<file path="config.mk">
export PLATFORM = sky130hd
export DESIGN_NAME = uhpet_timing
export DESIGN_NICKNAME = d
export VERILOG_FILES = /design/src/hw/uhpet_pkg.sv /design/src/hw/uhpet_timing.sv
export SDC_FILE = /design/constraint.sdc
export NUM_CORES = 1
export LEC_CHECK = 0
export BUFFER_PORTS_ARGS = -buffer_cell sky130_fd_sc_hd__clkbuf_2
export CAP_MARGIN = 25
export CORE_MARGIN = 2
export CORE_UTILIZATION = 25
export DETAILED_ROUTE_END_ITERATION = 12
export GPL_ROUTABILITY_DRIVEN = 0
export PLACE_DENSITY = 0.36
export SLEW_MARGIN = 20
export SYNTH_ARGS = -nofsm -noshare
export SYNTH_HDL_FRONTEND = slang
export SYNTH_SLANG_ARGS = --single-unit
</file>
<file path="constraint.sdc">
create_clock -name clk -period 9.5 [get_ports clk]
set_input_delay 1.9 -clock clk [delete_from_list [all_inputs] [get_ports clk]]
set_output_delay 1.9 -clock clk [all_outputs]
set_load 0.01 [all_outputs]
</file>
<file path="src/hw/uhpet_pkg.sv">
package uhpet_pkg;

	// ----------------------------------------------------------------
	// Clock and counter width
	// ----------------------------------------------------------------
	localparam real CLK_NS = 4.0;
	localparam int  CW     = 27;

	// ----------------------------------------------------------------
	// Times in their own units
	// ----------------------------------------------------------------
	localparam real T_DRST_MS  = 10.0;
	localparam real T_DRSM_MS  = 20.0;
	localparam real T_URSM_MS  = 1.0;
	localparam real T_WRSM_MS  = 5.0;
	localparam real T_REV_MS   = 3.0;
	localparam real T_UCH_MS   = 1.0;
	localparam real T_REQ_MS   = 50.0;
	localparam real T_DATA_MS  = 500.0;
	localparam real T_CHBIT_US = 40.0;
	localparam real T_CHEND_US = 100.0;
	localparam real T_FILT_US  = 2.5;
	localparam real T_DIS_US   = 2.0;
	localparam real T_LK_US    = 2.5;
	localparam real T_DET_US   = 2.5;

	// Bit periods and bit-time figures.
	localparam real FS_BIT_NS = 1000.0 / 12.0;
	localparam real HS_BIT_NS = 1000.0 / 480.0;
	localparam real B_REP     = 23.0;
	localparam real B_HS_SAME = 88.0;
	localparam real B_HS_OPP  = 8.0;
	localparam real B_HS_RSP  = 192.0;
	localparam real B_FS_IPD  = 2.0;
	localparam real B_FS_RSP  = 6.5;

	// ----------------------------------------------------------------
	// Cycle counts: least times round up, longest times round down
	// ----------------------------------------------------------------
	localparam int unsigned C_DRST  = int'($ceil(T_DRST_MS*1.0e6/CLK_NS));
	localparam int unsigned C_DRSM  = int'($ceil(T_DRSM_MS*1.0e6/CLK_NS));
	localparam int unsigned C_URSM  = int'($ceil(T_URSM_MS*1.0e6/CLK_NS));
	localparam int unsigned C_WAKE  = int'($ceil(T_WRSM_MS*1.0e6/CLK_NS));
	localparam int unsigned C_REV   = int'($ceil(T_REV_MS*1.0e6/CLK_NS));
	localparam int unsigned C_UCH   = int'($ceil(T_UCH_MS*1.0e6/CLK_NS));
	localparam int unsigned C_REQ   = int'($floor(T_REQ_MS*1.0e6/CLK_NS));
	localparam int unsigned C_DATA  = int'($floor(T_DATA_MS*1.0e6/CLK_NS));
	localparam int unsigned C_CHBIT = int'($ceil(T_CHBIT_US*1.0e3/CLK_NS));
	localparam int unsigned C_CHEND = int'($ceil(T_CHEND_US*1.0e3/CLK_NS));
	localparam int unsigned C_FILT  = int'($ceil(T_FILT_US*1.0e3/CLK_NS));
	localparam int unsigned C_DIS   = int'($ceil(T_DIS_US*1.0e3/CLK_NS));
	localparam int unsigned C_LK    = int'($ceil(T_LK_US*1.0e3/CLK_NS));
	localparam int unsigned C_DET   = int'($ceil(T_DET_US*1.0e3/CLK_NS));
	localparam int unsigned C_REP   = int'($floor(B_REP*FS_BIT_NS/CLK_NS));
	localparam int unsigned C_HS_SAME = int'($ceil(B_HS_SAME*HS_BIT_NS/CLK_NS));
	localparam int unsigned C_HS_OPP  = int'($ceil(B_HS_OPP*HS_BIT_NS/CLK_NS));
	localparam int unsigned C_HS_RSP  = int'($floor(B_HS_RSP*HS_BIT_NS/CLK_NS));
	localparam int unsigned C_FS_IPD  = int'($ceil(B_FS_IPD*FS_BIT_NS/CLK_NS));
	localparam int unsigned C_FS_RSP  = int'($floor(B_FS_RSP*FS_BIT_NS/CLK_NS));

	// ----------------------------------------------------------------
	// Synchroniser lanes
	// ----------------------------------------------------------------
	localparam int SY_US_SE0 = 0;
	localparam int SY_US_K   = 1;
	localparam int SY_DS_SE0 = 2;
	localparam int SY_DS_K   = 3;

	// ----------------------------------------------------------------
	// Downstream chirp sequencer
	// ----------------------------------------------------------------
	typedef enum logic [2:0] {
		CH_IDLE = 3'b000,
		CH_WAIT = 3'b001,
		CH_DEVK = 3'b010,
		CH_HUBK = 3'b011,
		CH_HUBJ = 3'b100,
		CH_DONE = 3'b101
	} uhpet_chirp_type;

endpackage

</file>
<file path="src/hw/uhpet_timing.sv">
`timescale 1ns/1ps
`default_nettype none

module uhpet_timing
	import uhpet_pkg::*;
#(
	parameter int unsigned P_DRST  = C_DRST,
	parameter int unsigned P_DRSM  = C_DRSM,
	parameter int unsigned P_URSM  = C_URSM,
	parameter int unsigned P_WAKE  = C_WAKE,
	parameter int unsigned P_REV   = C_REV,
	parameter int unsigned P_UCH   = C_UCH,
	parameter int unsigned P_REQ   = C_REQ,
	parameter int unsigned P_DATA  = C_DATA,
	parameter int unsigned P_CHBIT = C_CHBIT,
	parameter int unsigned P_CHEND = C_CHEND
) (
	input  wire logic clk,
	input  wire logic rst_n,
	input  wire logic us_se0_pin,
	input  wire logic us_k_pin,
	input  wire logic ds_se0_pin,
	input  wire logic ds_k_pin,
	input  wire logic port_reset_req,
	input  wire logic resume_req,
	input  wire logic port_suspended,
	input  wire logic wake_req,
	input  wire logic bus_active,
	input  wire logic hs_enter,
	input  wire logic us_chirp_req,
	input  wire logic rep_se0_req,
	input  wire logic pkt_end,
	input  wire logic pkt_expect_resp,
	input  wire logic resp_start,
	input  wire logic req_start,
	input  wire logic req_has_data,
	input  wire logic data_sent,
	input  wire logic next_is_last,
	input  wire logic req_done,
	output logic      ds_reset_drv,
	output logic      ds_chirp_k_drv,
	output logic      ds_chirp_j_drv,
	output logic      ds_resume_drv,
	output logic      us_resume_drv,
	output logic      us_chirp_k_drv,
	output logic      ds_disconnect,
	output logic      us_long_k,
	output logic      us_reset_det,
	output logic      fs_revert,
	output logic      hs_mode,
	output logic      rep_se0_en,
	output logic      gap_same_ok,
	output logic      gap_opp_ok,
	output logic      resp_late,
	output logic      req_active,
	output logic      req_timeout,
	output logic      wake_refused
);

	// ----------------------------------------------------------------
	// State
	// ----------------------------------------------------------------
	typedef struct packed {
		logic [3:0]      s1;
		logic [3:0]      s2;
		logic            kprev;
		uhpet_chirp_type ch;
		logic [CW-1:0]   dsr;
		logic [CW-1:0]   filt;
		logic [CW-1:0]   chb;
		logic [CW-1:0]   drs;
		logic [CW-1:0]   urs;
		logic [CW-1:0]   idle;
		logic [CW-1:0]   disc;
		logic [CW-1:0]   lk;
		logic [CW-1:0]   det;
		logic [CW-1:0]   rev;
		logic [CW-1:0]   uck;
		logic [CW-1:0]   rep;
		logic [CW-1:0]   gap;
		logic [CW-1:0]   req;
		logic            rpend;
		logic            hs;
		logic            ds_reset;
		logic            chk;
		logic            chj;
		logic            ds_res;
		logic            us_res;
		logic            uchk;
		logic            disc_p;
		logic            long_k;
		logic            usrst_p;
		logic            rev_p;
		logic            rep_en;
		logic            gap_same;
		logic            gap_opp;
		logic            rlate_p;
		logic            req_on;
		logic            rto_p;
		logic            wref_p;
	} uhpet_state_type;

	uhpet_state_type q;
	uhpet_state_type n;

	logic [CW-1:0] thr_same;
	logic [CW-1:0] thr_opp;
	logic [CW-1:0] rsp_lim;
	logic          chirp_fits;
	logic          rsm_det;
	logic          wake_ok;
	logic          rev_fire;

	// ----------------------------------------------------------------
	// Counter helpers
	// ----------------------------------------------------------------
	// Persistence counter: clears when the condition drops and stops
	// at the target, so a detection fires once per episode.
	function automatic logic [CW-1:0] f_up(
		input logic          c,
		input logic [CW-1:0] v,
		input logic [CW-1:0] t
	);
		if (!c) begin
			return '0;
		end
		return (v >= t) ? t : v + 1'b1;
	endfunction

	function automatic logic [CW-1:0] f_dn(input logic [CW-1:0] v);
		return (v == '0) ? v : v - 1'b1;
	endfunction

	// ----------------------------------------------------------------
	// Next state
	// ----------------------------------------------------------------
	always_comb begin
		n = q;
		n.s1 = {ds_k_pin, ds_se0_pin, us_k_pin, us_se0_pin};
		n.s2 = q.s1;
		n.kprev = q.s2[SY_DS_K];

		// Bit-time limits follow the negotiated speed.
		thr_same = q.hs ? CW'(C_HS_SAME) : CW'(C_FS_IPD);
		thr_opp  = q.hs ? CW'(C_HS_OPP) : CW'(C_FS_IPD);
		rsp_lim  = q.hs ? CW'(C_HS_RSP) : CW'(C_FS_RSP);

		// A new chirp bit only starts if it ends before the guard time.
		chirp_fits = q.dsr > CW'(P_CHBIT + P_CHEND);

		// Downstream reset and chirp handshake.
		n.dsr = f_dn(q.dsr);
		n.chb = f_dn(q.chb);
		n.filt = f_up(q.s2[SY_DS_K] && q.ch == CH_WAIT, q.filt,
			CW'(C_FILT));
		unique case (q.ch)
			CH_IDLE: begin
				n.ch = CH_IDLE;
			end
			CH_WAIT: begin
				if (q.filt == CW'(C_FILT)) begin
					n.ch = CH_DEVK;
				end
			end
			CH_DEVK: begin
				if (!q.s2[SY_DS_K]) begin
					if (chirp_fits) begin
						n.ch = CH_HUBK;
						n.chb = CW'(P_CHBIT);
					end else begin
						n.ch = CH_DONE;
					end
				end
			end
			CH_HUBK, CH_HUBJ: begin
				if (q.chb == CW'(1)) begin
					if (chirp_fits) begin
						n.ch = (q.ch == CH_HUBK) ? CH_HUBJ : CH_HUBK;
						n.chb = CW'(P_CHBIT);
					end else begin
						n.ch = CH_DONE;
					end
				end
			end
			CH_DONE: begin
				n.ch = CH_DONE;
			end
			default: begin
				n.ch = CH_IDLE;
			end
		endcase
		if (port_reset_req && q.dsr == '0) begin
			n.dsr = CW'(P_DRST);
			n.ch = CH_WAIT;
		end
		if (n.dsr == '0) begin
			n.ch = CH_IDLE;
		end

		// Downstream resume from this hub as controller.
		n.drs = f_dn(q.drs);
		if (resume_req && q.drs == '0) begin
			n.drs = CW'(P_DRSM);
		end

		// Upstream resume: rebroadcast or remote wakeup.
		rsm_det = q.s2[SY_DS_K] && !q.kprev && port_suspended &&
			q.dsr == '0;
		n.idle = f_up(!bus_active && !q.s2[SY_US_SE0] && !q.s2[SY_US_K],
			q.idle, CW'(P_WAKE));
		// The request cycle itself must be idle too, so the fresh count is
		// used; a bus that turns busy in that cycle refuses the wakeup.
		wake_ok = n.idle == CW'(P_WAKE);
		n.urs = f_dn(q.urs);
		if (q.urs == '0 && rsm_det) begin
			n.urs = CW'(P_URSM);
		end else if (q.urs == '0 && wake_req && wake_ok) begin
			n.urs = CW'(P_URSM);
		end
		n.wref_p = wake_req && !(wake_ok && q.urs == '0);

		// Line-state detectors. Our own reset drive is an SE0 as well,
		// so disconnect sensing is held off while it runs.
		n.disc = f_up(q.s2[SY_DS_SE0] && q.dsr == '0, q.disc,
			CW'(C_DIS));
		n.disc_p = n.disc == CW'(C_DIS) && q.disc != CW'(C_DIS);
		n.lk = f_up(q.s2[SY_US_K], q.lk, CW'(C_LK));
		n.long_k = n.lk == CW'(C_LK);
		n.det = f_up(q.s2[SY_US_SE0] && !q.hs, q.det, CW'(C_DET));
		n.usrst_p = n.det == CW'(C_DET) && q.det != CW'(C_DET);

		// Speed reversion; it wins over a same-cycle entry request.
		n.rev = f_up(q.s2[SY_US_SE0] && q.hs, q.rev, CW'(P_REV));
		rev_fire = n.rev == CW'(P_REV) && q.rev != CW'(P_REV);
		n.rev_p = rev_fire;
		if (rev_fire) begin
			n.hs = 1'b0;
		end else if (hs_enter) begin
			n.hs = 1'b1;
		end

		// Upstream chirp K.
		n.uck = f_dn(q.uck);
		if (us_chirp_req && q.uck == '0) begin
			n.uck = CW'(P_UCH);
		end

		// SE0 repeater cut-off.
		n.rep = f_up(rep_se0_req, q.rep, CW'(C_REP));
		n.rep_en = rep_se0_req && q.rep != CW'(C_REP);

		// Packet gaps and response window.
		n.gap = pkt_end ? '0 : f_up(1'b1, q.gap, CW'(C_FS_RSP));
		n.gap_same = !pkt_end && n.gap >= thr_same;
		n.gap_opp = !pkt_end && n.gap >= thr_opp;
		n.rlate_p = 1'b0;
		if (pkt_end) begin
			n.rpend = pkt_expect_resp;
		end else if (resp_start) begin
			n.rpend = 1'b0;
		end else if (q.rpend && q.gap == rsp_lim) begin
			n.rpend = 1'b0;
			n.rlate_p = 1'b1;
		end

		// Standard request budget.
		n.req = f_dn(q.req);
		if (req_done) begin
			n.req = '0;
		end else if (req_start) begin
			n.req = req_has_data ? CW'(P_DATA) : CW'(P_REQ);
		end else if (data_sent && q.req != '0) begin
			n.req = next_is_last ? CW'(P_REQ) : CW'(P_DATA);
		end
		n.rto_p = q.req == CW'(1) && n.req == '0;

		// Registered levels for the outputs.
		n.ds_reset = n.dsr != '0;
		n.chk = n.ch == CH_HUBK;
		n.chj = n.ch == CH_HUBJ;
		n.ds_res = n.drs != '0;
		n.us_res = n.urs != '0;
		n.uchk = n.uck != '0;
		n.req_on = n.req != '0;
	end

	// ----------------------------------------------------------------
	// Registers
	// ----------------------------------------------------------------
	always_ff @(posedge clk or negedge rst_n) begin
		if (!rst_n) begin
			q <= '0;
		end else begin
			q <= n;
		end
	end

	// ----------------------------------------------------------------
	// Outputs
	// ----------------------------------------------------------------
	assign ds_reset_drv   = q.ds_reset;
	assign ds_chirp_k_drv = q.chk;
	assign ds_chirp_j_drv = q.chj;
	assign ds_resume_drv  = q.ds_res;
	assign us_resume_drv  = q.us_res;
	assign us_chirp_k_drv = q.uchk;
	assign ds_disconnect  = q.disc_p;
	assign us_long_k      = q.long_k;
	assign us_reset_det   = q.usrst_p;
	assign fs_revert      = q.rev_p;
	assign hs_mode        = q.hs;
	assign rep_se0_en     = q.rep_en;
	assign gap_same_ok    = q.gap_same;
	assign gap_opp_ok     = q.gap_opp;
	assign resp_late      = q.rlate_p;
	assign req_active     = q.req_on;
	assign req_timeout    = q.rto_p;
	assign wake_refused   = q.wref_p;

endmodule

`default_nettype wire

</file>
==> results of run 1 <==
## worst paths after layout
kind                       cells past startpoint  slack (ps)        startpoint                 endpoint
min in group asynchronous                      1        1370             rst_n          q[41]$_DFF_PN0_
setup / recovery                               7        5210         data_sent     req_active$_DFF_PN0_
max in group asynchronous                      2        6710             rst_n          q[80]$_DFF_PN0_
hold reg to reg                                0         350  n[401]$_DFF_PN0_         q[401]$_DFF_PN0_
setup reg to reg                              10        5540  q[289]$_DFF_PN0_  ds_resume_drv$_DFF_PN0_
hold / removal                                 0         350  n[401]$_DFF_PN0_         q[401]$_DFF_PN0_
## cells by family (layout without fill, tap and decap cells)
family,count (synthesis),after routing,share of synthesized area
xor gates and xnor gates,173,173,0.0789
adders and majority gates,29,29,0.0189
other,1,119,0.000195
buffers and inverters,118,196,0.0240
muxes,9,9,0.00495
and+or+nand+nor,831,831,0.234
AOI/OAI and AO/OA,318,318,0.106
DFF,409,409,0.533
## synth_stat cells, drive strengths merged (5+ instances only)
library cell / count / area share
dfrtp: 409 / 0.53
nor2: 205 / 0.040
xnor2: 96 / 0.044
nand2: 94 / 0.018
a21oi: 91 / 0.024
nor3: 90 / 0.024
nor4: 81 / 0.026
xor2: 77 / 0.035
nand3: 73 / 0.019
o21ai: 73 / 0.019
clkbuf: 54 / 0.011
inv: 53 / 0.010
or4: 45 / 0.018
or3: 44 / 0.015
nand4: 43 / 0.014
ha: 29 / 0.019
nand2b: 24 / 0.0078
a31oi: 19 / 0.0062
and3: 19 / 0.0062
or2: 19 / 0.0062
nor2b: 17 / 0.0055
o31ai: 17 / 0.0069
a21boi: 16 / 0.0063
nand3b: 15 / 0.0059
a211oi: 14 / 0.0055
o41ai: 13 / 0.0059
buf: 11 / 0.0030
nor3b: 11 / 0.0043
and2: 10 / 0.0033
and4: 9 / 0.0041
o21a: 8 / 0.0031
a2111oi: 7 / 0.0035
a21o: 7 / 0.0027
nor4b: 7 / 0.0032
o211ai: 6 / 0.0023
a31o: 5 / 0.0023
mux2i: 5 / 0.0026
o31a: 5 / 0.0023
## per-stage QoR
step / setup slack (ps) / power (W) / hold WS, ps
after floorplan: 5390 / 0.00209 / 331
after global placement: 4700 / 0.00220 / 332
after detailed placement: 4670 / 0.00220 / 335
after CTS: 5310 / 0.00428 / 348
after global routing: 5080 / 0.00441 / 367
final: 5210 / 0.00418 / 347
## worst max-delay path: cells and delay by family
family          cells  cell delay (ps)
compound gates      1              840
simple gates        5             1590
buf+inv             1              440
## where the power goes
part           leakage, nW  switching [W]  internal [W]
logic                 3.40       0.000165     0.0000993
clock network        0.865       0.000792       0.00122
registers             5.11      0.0000837       0.00182
total                 9.37        0.00104       0.00314
## cell type report
class / count / area [sq um]
sequential: 409 / 10200
clock buffer: 69 / 1470
fill: 7862 / 53200
inverter: 53 / 199
multi-input combinational: 1479 / 8940
tap: 1030 / 1290
timing repair buffer: 47 / 282
clock inverter: 27 / 313
## metal layers
layer  GRT usage  part of all wire
met1       0.163              0.48
met2       0.189              0.45
met3      0.0239             0.041
met4      0.0387             0.024
met5           0           0.00024
==> flow_summary.ini, run 1 <==
[detailed_routing]
remaining_drc_errors = 0
drt_iter0_drc = 742
wl_per_cell_um = 14.8
drt_first_pass_iters = 5
viasPerCell = 4.59
vias = 14300
drt-total-wl_mm = 46.0
ant_nets = 0

[synth]
syn_area_per_cell_sq_um = 10.2
synth_seq_cells = 409
ys_types = 75
yosys_warnings = 0
syn-instance-count = 1888
ys_seq_area_frac = 0.533
synthesis.area_sq_um = 19200
synth-edff-count = 0
synth_ff_type = dfrtp_1
synthArstFlopShare = 1.00

[placed_design]
dpl_cell_area_sq_um = 20900
port_buffers = 39
dp.cells = 3018
hpwl_mm = 31.0

[critical_path]
cp_max_fo = 26
slowest_delay_ps = 840
path_class = in2reg
worst_ep_required_time_ps = 9970
cp_data_arrival_time_ps = 4770
crit_slowest_cell = o31ai_1
worstPathCellList = clkbuf_2, nand2_1, o31ai_1, nor2_1, or2_2, or4_1, or4b_1
end_kind = flip-flop
cp-start-kind = input pin

[power_and_ir_drop]
leakagePower_nw = 9.37
powerDensity_nw_per_um2 = 184
peakVddDrop_uv = 113

[clock_network]
cts_setup_buffers = 0
root_buffer = clkbuf_16
h-tree-depth = 2
ctsHoldBuffers = 0
clock_path_buffers = 3
clkTransAtPathRegs_ps = 60
numClockSinks = 409
cts_buffers = 52
clock_latency_ps = 610
cts_tree = yes
ctsResizeCount = 0

[finish]
finalInstanceArea_sq_um = 22700
n_antenna_cell = 0
utilization = 0.299
largest_reg_flops = 386
final_cell_mix = dfrtp_1 (409), nor2_1 (205), conb_1 (119)
finalNetCount = 2093
final_common_cell = dfrtp_1
syn2layout_area_growth_pct = 18.4
layout.cells.non_filler = 3114
top_register = q
drive_gt1_frac = 0.0849

[sta]
drv_slew = 0
hold_violations = 0
setup_viol = 0
slew_headroom = 0.331
skew_ps = 34.7
worstMarginPinSlew_ps = 1000
finalSetupTns_ps = 0
rsz0062_at_grt = false
timing.final.crit_share = 0.452
clock.fmax_ghz = 0.233
fin_crit_ps = 4290

[die]
io_pins = 40
die_width_um = 281
start_util = 0.253
num_rows = 101
die-area_sq_um = 79000
die_h_um = 281
coreArea_sq_um = 75900

[job]
cap_violations = 0

[global_route]
antenna_found_initial = 1
grt_max_degree = 117
overflow = 0
track_usage = 0.120
grt_pass1_wl_mm = 77.7
grt_pass1_vias = 14600

[min_path]
worst_hold_path_type = reg2reg

[outcome]
outcome = complete, no violations
No activity file was read; power rests on OpenSTA's default activity.
==> run 2, diff against run 1 <==
- PLACE_DENSITY: 0.36 -> 0.37
- clock period: 9.5 -> 3.9 ns (I/O delays scaled with it)
==> run 2 against run 1 <==
  * Global-route usage about the same
  * Register-to-register slack got worse by 5200 ps
  * Sequential power grew 140%
  * Via count rose by 1.1%
  * Worst hold slack worse by 210 ps
  * Critical path depth rose by 3
  * Wire length shrank 0.39%
  * Power grew to 2.5 times the previous value
  * Clock-buffer cell count decreased by 4
  * First-iteration DRC count shrank 3.9%
  * Critical path type is now reg2reg
  * Largest cell class unchanged
==> flow_summary.ini, run 2 (same netlist as run 1, synthesis figures left out) <==
[sta]
finalSetupTns_ps = 0
drv_slew = 0
setup_viol = 0
clock.fmax_ghz = 0.283
fin_worst_hold_slack_ps = 141
skew_ps = 16.9
timing.final.crit_share = 0.906
worst_slack_ps = 365
worstMarginPinSlew_ps = 874
rsz0062_at_grt = false
hold_violations = 0
fin_crit_ps = 3540
slew_headroom = 0.415

[global_route]
overflow = 0
grt_pass1_vias = 14500
track_usage = 0.119
grt_max_degree = 76
grt_pass1_wl_mm = 77.2
antenna_found_initial = 1

[placed_design]
dp.cells = 3057
port_buffers = 39
post-place-ws_ps = 150
hpwl_mm = 31.6

[detailed_routing]
drt_iter0_drc = 713
viasPerCell = 4.58
remaining_drc_errors = 0
drt_first_pass_iters = 5
wl_per_cell_um = 14.5
vias = 14400
ant_nets = 0
drt-total-wl_mm = 45.8

[critical_path]
worst_ep_required_time_ps = 4350
cp_data_arrival_time_ps = 3980
end_kind = flip-flop
cp_max_fo = 13
path_class = reg2reg
cp-start-kind = flip-flop

[power_and_ir_drop]
peakVddDrop_uv = 355
leakagePower_nw = 9.65
powerDensity_nw_per_um2 = 458
p_total_w = 0.0106

[finish]
multi_input_area_sq_um = 8950
layout.cells.non_filler = 3152
n_antenna_cell = 0
nFillCells = 7797
drive_gt1_frac = 0.103
final_common_cell = dfrtp_1
seq_area_sq_um = 10200
largest_reg_flops = 386
final_cell_mix = dfrtp_1 (409), nor2_1 (205), conb_1 (119)
syn2layout_area_growth_pct = 20.8
finalNetCount = 2131
top_register = q

[clock_network]
numClockSinks = 409
h-tree-depth = 2
clkTransAtPathRegs_ps = 60
clock_path_buffers = 3
cts_buffers = 51
ctsResizeCount = 0
ctsHoldBuffers = 0
cts_setup_buffers = 0
root_buffer = clkbuf_16
clock_latency_ps = 600
cts_tree = yes

[min_path]
worst_hold_path_type = in2async

[die]
coreArea_sq_um = 75900
die_width_um = 281
die_h_um = 281
start_util = 0.253
io_pins = 40
die-area_sq_um = 79000
num_rows = 101

[outcome]
outcome = complete, no violations

[job]
cap_violations = 0
run 2: report_power, final:
part,switching [W],internal [W],total [W]
sequential,0.000208,0.00443,0.00464
combinational,0.000408,0.000264,0.000672
clock,0.00192,0.00338,0.00530
total,0.00254,0.00808,0.0106
run 2: stage by stage:
stage                     area [sq um]   util
after CTS                        23200  0.305
after floorplan                  19600      -
after detailed placement         21300  0.280
after global placement           21300  0.280
final                            23200  0.305
after global routing             23200  0.305
run 2: worst max-delay path, stage by stage (launching register included):
cell     delay [ps]
dfrtp_1         390
inv_1            60
ha_1            170
nor3b_1         460
nand4_1         390
nor3_4          370
buf_4           250
nor2_1           50
mux2_2          270
or4_1           530
or4_1           440
run 2: cell type report:
class                   count  area share
clock buffers              65      0.0617
inverters                  53     0.00858
repair buffers             86      0.0262
clock inverters            30      0.0205
flip-flops and latches    409       0.441
well taps                1030      0.0556
multi-input cells        1479       0.386
run 2: layer usage:
layer	vias up	routed length (um)	GRT usage
li1	7132	-	-
met5	-	0	0
met1	7027	22300	0.168
met2	217	20600	0.184
met4	0	1100	0.0389
met3	63	1820	0.0219
run 2: final timing paths:
path | from | endpoint | slack [ps] | depth (start not counted)
setup / recovery | q[100]$_DFF_PN0_ | us_chirp_k_drv$_DFF_PN0_ | 360 | 10
hold / removal | rst_n | q[39]$_DFF_PN0_ | 140 | 1
setup reg to reg | q[100]$_DFF_PN0_ | us_chirp_k_drv$_DFF_PN0_ | 360 | 10
hold reg to reg | n[403]$_DFF_PN0_ | q[403]$_DFF_PN0_ | 350 | 0
max in group asynchronous | rst_n | q[200]$_DFF_PN0_ | 2810 | 2
min in group clk | ds_k_pin | n[404]$_DFF_PN0_ | 290 | 1
